===== config.mk =====
export PLATFORM = sky130hd
export DESIGN_NAME = fps_feedback_decode
export DESIGN_NICKNAME = d
export VERILOG_FILES = /design/src/fps_pkg.sv /design/src/fps_feedback_decode.sv
export SDC_FILE = /design/constraint.sdc
export NUM_CORES = 1
export LEC_CHECK = 0
export ABC_AREA = 1
export CORE_ASPECT_RATIO = 2
export CORE_MARGIN = 2
export CORE_UTILIZATION = 25
export CTS_CLUSTER_SIZE = 16
export DETAILED_ROUTE_END_ITERATION = 10
export DONT_BUFFER_PORTS = 1
export PLACE_DENSITY = 0.35
export SYNTH_ARGS = -nofsm -noshare
export SYNTH_HDL_FRONTEND = slang
export SYNTH_SLANG_ARGS = --single-unit

===== constraint.sdc =====
create_clock -name clk -period 2 [get_ports clk]
set_input_delay 0.1 -clock clk [delete_from_list [all_inputs] [get_ports clk]]
set_output_delay 0.1 -clock clk [all_outputs]
set_load 0.01 [all_outputs]

===== src/fps_pkg.sv =====
// shared constants and types for the feedback path select decoder
package fps_pkg;

    localparam int unsigned ADDR_W = 8;
    localparam int unsigned DATA_W = 32;

    // register byte offsets
    localparam logic [7:0] FPS_CTRL_OFS   = 8'h00;
    localparam logic [7:0] FPS_PIN0_OFS   = 8'h04;
    localparam logic [7:0] FPS_PIN1_OFS   = 8'h08;
    localparam logic [7:0] FPS_PIN2_OFS   = 8'h0C;
    localparam logic [7:0] FPS_PIN3_OFS   = 8'h10;
    localparam logic [7:0] FPS_TRKPIN_OFS = 8'h14;
    localparam logic [7:0] FPS_STATUS_OFS = 8'h18;

    // select slot order: rx1 choice, rx1 present, rx2 choice, rx2 present
    localparam int unsigned NUM_SEL = 4;

    // control register fields
    localparam int unsigned CTRL_SWLVL_LSB = 0;
    localparam int unsigned CTRL_WIDEBW_BIT = 4;
    localparam int unsigned CTRL_ACTRX_BIT = 5;
    localparam logic [5:0]  CTRL_RST       = 6'h00;

    // pin configuration fields
    localparam int unsigned PIN_IDX_LSB = 0;
    localparam int unsigned PIN_IDX_W   = 5;
    localparam int unsigned PIN_POL_BIT = 8;
    localparam int unsigned PIN_EN_BIT  = 9;
    localparam int unsigned NUM_GPIO    = 16;
    localparam logic [4:0]  PIN_INVALID = 5'h1F;

    // status register fields
    localparam int unsigned STAT_ROUTE_LSB = 0;
    localparam int unsigned STAT_LVL_LSB   = 4;
    localparam int unsigned STAT_SYNC_LSB  = 8;

    typedef struct packed {
        logic       enable;
        logic       polarity;
        logic [4:0] pin;
    } fps_pin_cfg_t;

    localparam fps_pin_cfg_t PIN_CFG_RST = '{
        enable:   1'b0,
        polarity: 1'b0,
        pin:      PIN_INVALID
    };

    // one receiver's decoded route, one-hot or zero
    typedef struct packed {
        logic tx2_fed;
        logic tx1_fed;
    } fps_route_t;

endpackage


===== src/fps_feedback_decode.sv =====
// feedback path select decoder with wishbone register access
`timescale 1ns/1ps
// Functional notes
// - receiver one: present high, choice low means transmitter 1 looped back
// - receiver one: both selects high means transmitter 2 looped back
// - receiver one: present low means no route, no leakage tracking
// - receiver two: present high picks transmitter by choice level
// - receiver two: present low means no route, tracking skipped
// - each select comes from a software level or a general pin
// - up to four select pins, each picked from pins zero to fifteen
// - choice from a pin while present stays a fixed software level
// - route outputs follow the selects continuously, run only fed transmitter
// - wide observation bandwidth: one receiver only, no switching between them
// - tracking enable pin unsupported: held at invalid pin, enable cleared
// - per select polarity: 0 normal, 1 inverts the pin level
// - per select source: 0 software level, 1 assigned pin
module fps_feedback_decode
    import fps_pkg::*;
#(
    parameter int unsigned GPIO_W = NUM_GPIO
)(
    input  wire logic                clk,
    input  wire logic                rst,
    // wishbone classic slave
    input  wire logic                wb_cyc_i,
    input  wire logic                wb_stb_i,
    input  wire logic                wb_we_i,
    input  wire logic [ADDR_W-1:0]   wb_adr_i,
    input  wire logic [3:0]          wb_sel_i,
    input  wire logic [DATA_W-1:0]   wb_dat_i,
    output logic      [DATA_W-1:0]   wb_dat_o,
    output logic                     wb_ack_o,
    // general-purpose pins from the baseband controller
    input  wire logic [GPIO_W-1:0]   gpio_in,
    // decoded routes for the calibration scheduler
    output fps_route_t               rx1_route,
    output fps_route_t               rx2_route
);

    // register state
    logic [5:0]           ctrl_r;
    fps_pin_cfg_t         pin_cfg_r [NUM_SEL];
    logic [GPIO_W-1:0]    gpio_meta_r;
    logic [GPIO_W-1:0]    gpio_sync_r;
    logic [NUM_SEL-1:0]   sel_lvl;
    fps_route_t           rx1_nxt;
    fps_route_t           rx2_nxt;
    logic                 wb_req;
    logic                 wr_lo;
    logic                 wr_hi;
    logic [DATA_W-1:0]    rd_nxt;
    fps_pin_cfg_t         wr_cfg;

    assign wb_req = wb_cyc_i && wb_stb_i && !wb_ack_o;
    assign wr_lo  = wb_req && wb_we_i && wb_sel_i[0];
    assign wr_hi  = wb_req && wb_we_i && wb_sel_i[1];

    // present low blocks the receiver whatever the choice level says
    function automatic fps_route_t route_of(input logic choice,
                                            input logic present);
        fps_route_t r;
        r.tx1_fed = present && !choice;
        r.tx2_fed = present && choice;
        return r;
    endfunction

    function automatic fps_pin_cfg_t pin_cfg_of(input logic [15:0] d);
        fps_pin_cfg_t c;
        c.enable   = d[PIN_EN_BIT];
        c.polarity = d[PIN_POL_BIT];
        c.pin      = d[PIN_IDX_LSB +: PIN_IDX_W];
        return c;
    endfunction

    // one field split shared by every pin slot write
    assign wr_cfg = pin_cfg_of(wb_dat_i[15:0]);

    function automatic logic [DATA_W-1:0] pin_rd(input fps_pin_cfg_t c);
        logic [DATA_W-1:0] d;
        d = '0;
        d[PIN_EN_BIT] = c.enable;
        d[PIN_POL_BIT] = c.polarity;
        d[PIN_IDX_LSB +: PIN_IDX_W] = c.pin;
        return d;
    endfunction

    // pins are asynchronous to us in practice; only the second stage is read
    always_ff @(posedge clk) begin
        if (rst) begin
            gpio_meta_r <= '0;
            gpio_sync_r <= '0;
        end else begin
            gpio_meta_r <= gpio_in;
            gpio_sync_r <= gpio_meta_r;
        end
    end

    // control register: software levels, bandwidth mode, active receiver
    always_ff @(posedge clk) begin
        if (rst) begin
            ctrl_r <= CTRL_RST;
        end else if (wr_lo && wb_adr_i == FPS_CTRL_OFS) begin
            ctrl_r <= wb_dat_i[5:0];
        end
    end

    // pin configuration registers, one per select slot
    generate
        for (genvar g = 0; g < NUM_SEL; g++) begin : g_pin_cfg
            localparam logic [7:0] OFS = FPS_PIN0_OFS + 8'(4 * g);
            always_ff @(posedge clk) begin
                if (rst) begin
                    pin_cfg_r[g] <= PIN_CFG_RST;
                end else if (wb_req && wb_we_i && wb_adr_i == OFS) begin
                    // byte lanes: pin index low, polarity and enable high
                    if (wr_lo) begin
                        pin_cfg_r[g].pin <= wr_cfg.pin;
                    end
                    if (wr_hi) begin
                        pin_cfg_r[g].polarity <= wr_cfg.polarity;
                        pin_cfg_r[g].enable   <= wr_cfg.enable;
                    end
                end
            end

            // pin index beyond fifteen reads as a low pin level
            always_comb begin
                logic pin_lvl;
                pin_lvl = 1'b0;
                if (pin_cfg_r[g].pin < 5'(GPIO_W)) begin
                    pin_lvl = gpio_sync_r[pin_cfg_r[g].pin[3:0]];
                end
                if (pin_cfg_r[g].enable) begin
                    sel_lvl[g] = pin_lvl ^ pin_cfg_r[g].polarity;
                end else begin
                    sel_lvl[g] = ctrl_r[CTRL_SWLVL_LSB + g];
                end
            end
        end
    endgenerate

    // is the controller's duty; present is trusted as given
    always_comb begin
        rx1_nxt = route_of(sel_lvl[0], sel_lvl[1]);
        rx2_nxt = route_of(sel_lvl[2], sel_lvl[3]);
        // wide bandwidth: the inactive receiver is masked off entirely
        if (ctrl_r[CTRL_WIDEBW_BIT]) begin
            if (ctrl_r[CTRL_ACTRX_BIT]) begin
                rx1_nxt = '0;
            end else begin
                rx2_nxt = '0;
            end
        end
    end

    // decoded routes tracked every cycle for the scheduler
    always_ff @(posedge clk) begin
        if (rst) begin
            rx1_route <= '0;
            rx2_route <= '0;
        end else begin
            rx1_route <= rx1_nxt;
            rx2_route <= rx2_nxt;
        end
    end

    // read mux; unmapped offsets read zero and still acknowledge
    always_comb begin
        rd_nxt = '0;
        if (wb_adr_i == FPS_CTRL_OFS) begin
            rd_nxt[5:0] = ctrl_r;
        end else if (wb_adr_i == FPS_PIN0_OFS) begin
            rd_nxt = pin_rd(pin_cfg_r[0]);
        end else if (wb_adr_i == FPS_PIN1_OFS) begin
            rd_nxt = pin_rd(pin_cfg_r[1]);
        end else if (wb_adr_i == FPS_PIN2_OFS) begin
            rd_nxt = pin_rd(pin_cfg_r[2]);
        end else if (wb_adr_i == FPS_PIN3_OFS) begin
            rd_nxt = pin_rd(pin_cfg_r[3]);
        end else if (wb_adr_i == FPS_TRKPIN_OFS) begin
            // tracking enable pin has no storage; always invalid, disabled
            rd_nxt = pin_rd(PIN_CFG_RST);
        end else if (wb_adr_i == FPS_STATUS_OFS) begin
            rd_nxt[STAT_ROUTE_LSB +: 4] = {rx2_route, rx1_route};
            rd_nxt[STAT_LVL_LSB +: NUM_SEL] = sel_lvl;
            rd_nxt[STAT_SYNC_LSB +: GPIO_W] = gpio_sync_r;
        end
    end

    // single wait-free answer: ack one cycle after the request
    always_ff @(posedge clk) begin
        if (rst) begin
            wb_ack_o <= 1'b0;
            wb_dat_o <= '0;
        end else begin
            wb_ack_o <= wb_req;
            if (wb_req && !wb_we_i) begin
                wb_dat_o <= rd_nxt;
            end
        end
    end

endmodule


======== Word level (Yosys, flattened, before mapping) ========
Memories as Yosys holds them, arrays and structs flattened.
Cells that the tools add are included.
W data, S select, Z words.
word-level totals
  bits in registers ....................... 75
  RAM bits ................................ 28
  bits of input ports ..................... 65
  output and inout port bits .............. 37
  word-level logic and storage cells ...... 128
  memories ................................ 1
cells by class
  order comparisons ....................... 8
  equality and inequality tests ........... 6
  muxes and demuxes ....................... 68
  bitwise operators ....................... 16
  reductions and logical operators ........ 20
memories
  name       depth  bits a word  read ports  clocked after memory_dff  write ports  RTL line                   RTL
  pin_cfg_r  4      7            4           0                         4            fps_feedback_decode.sv:42  fps_pin_cfg_t pin_cfg_r [NUM_SEL];
operators by type and width
  operator              count
  $mux W24              6
  $mux W1               48
  $mux W26              1
  $eq A8 B5 Y1 const B  3
  $lt A4 B5 Y1 const B  4
  $lt A5 B5 Y1 const B  4
  $mux W5               4
  $bmux W1 S4           4
  $eq A8 B4 Y1 const B  2
  $logic_and A1 B1 Y1   15
  $or A1 B1 Y1          12
  $eq A8 B3 Y1 const B  1
  $logic_not A8 Y1      1
  $mux W2               4
  $mux W6               1
  $logic_not A1 Y1      4
  $xor A1 B1 Y1         4

======== Depth between registers and ports, before layout ========
An unclocked memory read counts as a cell.
  depth after elaboration ................. 13
  mapped depth ............................ 16
  gate-level depth less buffers ........... 15

======== Worst setup path before layout ========
No wires, ideal clock.
  path type ............................... reg2reg
  start point ............................. register wb_ack_o
  end point ............................... memory pin_cfg_r[1][0] in the netlist's numbering (enable)
  setup time .............................. 0.374 ns
  data arrival time ....................... 1.229 ns
  required time ........................... 1.626 ns
  slack ................................... 0.398 ns
  stages on the path, launching flop included .. 6
  buffers on the path ..................... 0
  clock period less this slack ............ 1.602 ns
  cells stage by stage .................... dfxtp_1 -> nor2_1 -> inv_1 -> nor2_1 -> nand2_1 -> o21ai_0
RTL lines
  element                 RTL line                    RTL
  from (decl)             fps_feedback_decode.sv:32   output logic wb_ack_o,
  from (signal assigned)  fps_feedback_decode.sv:196  wb_ack_o <= wb_req;
  to (decl)               fps_feedback_decode.sv:42

==> results.json <==
{
  "status": "finished, final reports clean",
  "crit-reg2reg-launch": "pin_cfg_r[1][0]$_SDFFCE_PN1P_",
  "max_freq_mhz": 511,
  "detail_route.wl_per_cell_um": 17.7,
  "post_synthesis_instance_area_um2": 4400,
  "gpl_congestion": 0.834,
  "post_detailed_route_drc_marker_count": 0,
  "final_layout_fill_cell_count": 1896,
  "synth_edf_count": 28,
  "dp.cells": 797,
  "std_cell_rows": 68,
  "chipWidth_um": 97.8,
  "timing.final.crit_period_ps": 1960,
  "worst-endpoint-arrival_ps": 2240,
  "clock_sink_count": 95,
  "detail_route.vias_per_cell": 4.59,
  "post_route_cells_drive_above_1_share": 0.145,
  "htree_num_levels": 3,
  "synthesis.instances": 576,
  "hp-start": "wb_dat_i[1]",
  "cellPowerDensity_nw_per_um2": 769,
  "worst_hold_path.num_cells": 2,
  "die-area_um2": 18700,
  "grt.overflow.total": 0,
  "crit_path_max_fanout": 6,
  "nNetsFinal": 688,
  "buffer_ports.inserted": 0,
  "worst_setup_path_startpoint": "pin_cfg_r[1][0]$_SDFFCE_PN1P_",
  "synthToLayoutAreaGrowth_pct": 23.5,
  "start_util": 0.255,
  "grt_util_all_layers": 0.161,
  "maxCapViolations": 0,
  "final_hold_violation_count": 0,
  "cp-start-kind": "flip-flop",
  "synthesis.yosys.warnings": 0,
  "synth-main-ff-cell": "sky130_fd_sc_hd__dfxtp_1",
  "async_reset_ff_frac": 0,
  "max-vdd-ir-drop_mv": 0.317,
  "setup.worst_path.end_class": "flip-flop",
  "grt_antenna_before_repair": 0,
  "antenna-diode-count": 0,
  "crit_type": "flip-flop to flip-flop",
  "numCtsBuffers": 9,
  "finish.instance_area_um2": 5430,
  "cts-root-buf": "sky130_fd_sc_hd__clkbuf_16",
  "route.vias.total": 3844,
  "setup-tns-final_ps": 0,
  "p_leak_nw": 2.23,
  "route.antenna.remaining_nets": 0,
  "required_ps": 2290,
  "final_instance_count_excl_fillers": 838,
  "first_global_vias": 3847,
  "drt_iter0_drc": 135,
  "cts_tree": "done",
  "clk_latency_ps": 350,
  "syn_avg_cell_area_um2": 7.64,
  "max-slew-margin-rel": 0.638,
  "final.period_utilization": 0.979,
  "utilization": 0.315,
  "global_route_wire_length_before_repair_um": 22200,
  "timing.clock.skew_ps": 12.0,
  "rsz0062_at_grt": "yes",
  "clkTransAtPathRegs_ps": 70,
  "worst-slew-pin-transition_ps": 542,
  "area_of_the_core_um2": 17300,
  "report.final.setup_viol": 0,
  "dpl-instance-area_um2": 4770,
  "yosysSeqAreaShare": 0.496,
  "hold_path.class": "primary input to flip-flop",
  "synth_cell_types": 35,
  "rr_worst_depth": 10,
  "timing.final.max_slew_violations": 0,
  "drt_wl_total_um": 14800,
  "io-pin-count": 102,
  "dp_hpwl_um": 11700,
  "drtPass1Iterations": 4,
  "clockBufferDepth": 2,
  "synth-seq-cells": 95,
  "grt_max_degree": 58,
  "die_height_um": 192
}
## power by group
part,internal (mW),switching [mW]
Clock,1.10,0.754
Combinational,0.0979,0.168
Sequential,2.02,0.0393
Total,3.22,0.961
## kinds of logic after synthesis
kind of cell              after synthesis  synth area share
buffers and inverters                 127             0.122
AOI/OAI and AO/OA                     126             0.162
other                                   1          0.000852
xor gates and xnor gates                3           0.00597
DFF                                    95             0.496
and+or+nand+nor                       224             0.214
## layer usage
layer  track usage  vias up  wire, µm
met3        0.0280       25       498
met1         0.151     1796      5190
met4        0.0823        0       435
met5             0        -         0
li1              -     1941         -
met2         0.325       82      8710
## layout by cell type, fill, tap and decap left out, drive strengths merged
master | netlist | final
nand2 | 91 | 91
clkinvlp | 0 | 2
xor2 | 1 | 1
a21oi | 62 | 62
bufinv | 0 | 2
nor2 | 74 | 74
dfxtp | 67 | 67
xnor2 | 2 | 2
clkbuf | 10 | 9
clkinv | 1 | 4
and3 | 1 | 1
nand4 | 2 | 2
dlygate4sd3 | 0 | 17
or2 | 1 | 1
a221oi | 3 | 3
o22ai | 2 | 2
o221ai | 1 | 1
o21ai | 45 | 45
edfxtp | 28 | 28
o2111ai | 4 | 4
o211ai | 8 | 8
conb | 1 | 8
buf | 19 | 41
a211oi | 1 | 1
inv | 97 | 97
nand3 | 48 | 48
nor3 | 7 | 7
## stage by stage
step / worst slack, ps / hold WS [ps] / total power [mW]
3_5_place_dp: -13.0 / 188 / 2.31
6_report: 42.0 / 5.52 / 4.18
4_1_cts: 56.1 / 12.7 / 4.23
2_1_floorplan: 398 / 207 / 2.25
5_1_grt: -60.5 / 5.71 / 4.36
3_3_place_gp: -0.508 / 190 / 2.31
## critical path: stages, from the launching register on
cell and delay (ps):
sky130_fd_sc_hd__edfxtp_1 500, sky130_fd_sc_hd__inv_2 140, sky130_fd_sc_hd__a21oi_1 70, sky130_fd_sc_hd__o21ai_1 80
sky130_fd_sc_hd__nand2_1 80, sky130_fd_sc_hd__o211ai_1 260, sky130_fd_sc_hd__a21oi_2 120, sky130_fd_sc_hd__xnor2_1 150
sky130_fd_sc_hd__a21oi_2 140, sky130_fd_sc_hd__o211ai_1 200, sky130_fd_sc_hd__nor2_1 160
## state kept, by name, summed over array words and instances (netlist names)
register	flops
pin_cfg_r	28
wb_dat_o	24
gpio_meta_r	16
gpio_sync_r	16
ctrl_r	6
rx1_route	2
rx2_route	2
wb_ack_o	1
## synth_stat cells (3+ instances only)
master                      count  area, µm²
sky130_fd_sc_hd__nor2_2         3       18.8
sky130_fd_sc_hd__o2111ai_1      4       35.0
sky130_fd_sc_hd__a221oi_1       3       26.3
sky130_fd_sc_hd__buf_2          3       15.0
sky130_fd_sc_hd__o21ai_0       36        180
sky130_fd_sc_hd__buf_4         11       82.6
sky130_fd_sc_hd__nand2_1       91        342
sky130_fd_sc_hd__inv_2          5       18.8
sky130_fd_sc_hd__buf_1          3       11.3
sky130_fd_sc_hd__nor3_1         6       30.0
sky130_fd_sc_hd__edfxtp_1      28        841
sky130_fd_sc_hd__o211ai_1       6       45.0
sky130_fd_sc_hd__inv_1         92        345
sky130_fd_sc_hd__a21oi_2        3       26.3
sky130_fd_sc_hd__nor2_1        70        263
sky130_fd_sc_hd__a21oi_1       59        295
sky130_fd_sc_hd__o21ai_1        8       40.0
sky130_fd_sc_hd__clkbuf_1      10       37.5
sky130_fd_sc_hd__dfxtp_1       67       1340
sky130_fd_sc_hd__nand3_1       48        240
## area by class of cell
type / instances / area (µm²) / area share
Sequential cell: 95 / 2180 / 0.402
Timing Repair Buffer: 58 / 520 / 0.0958
Clock inverter: 7 / 97.6 / 0.0180
Multi-Input combinational cell: 361 / 1780 / 0.327
Inverter: 98 / 368 / 0.0677
Clock buffer: 9 / 225 / 0.0414
Tap cell: 210 / 263 / 0.0484
## worst paths after layout
check | to | slack, ps
setup / recovery | rx1_route[1]$_SDFF_PP0_ | 40
hold / removal | ctrl_r[1]$_SDFFE_PP0P_ | 6
setup reg to reg | rx1_route[1]$_SDFF_PP0_ | 40
hold reg to reg | gpio_sync_r[4]$_SDFF_PP0_ | 410
## what timing repair did
action / CTS / global route
buffers inserted: 2 / 5
setup endpoints to repair: 2 / 7
gates resized for setup: 0 / 29
endpoints found under the hold margin: 62 / 0
pin swaps: 0 / 18
hold buffers: 18 / 0
Power figures use the tool's default switching activity.
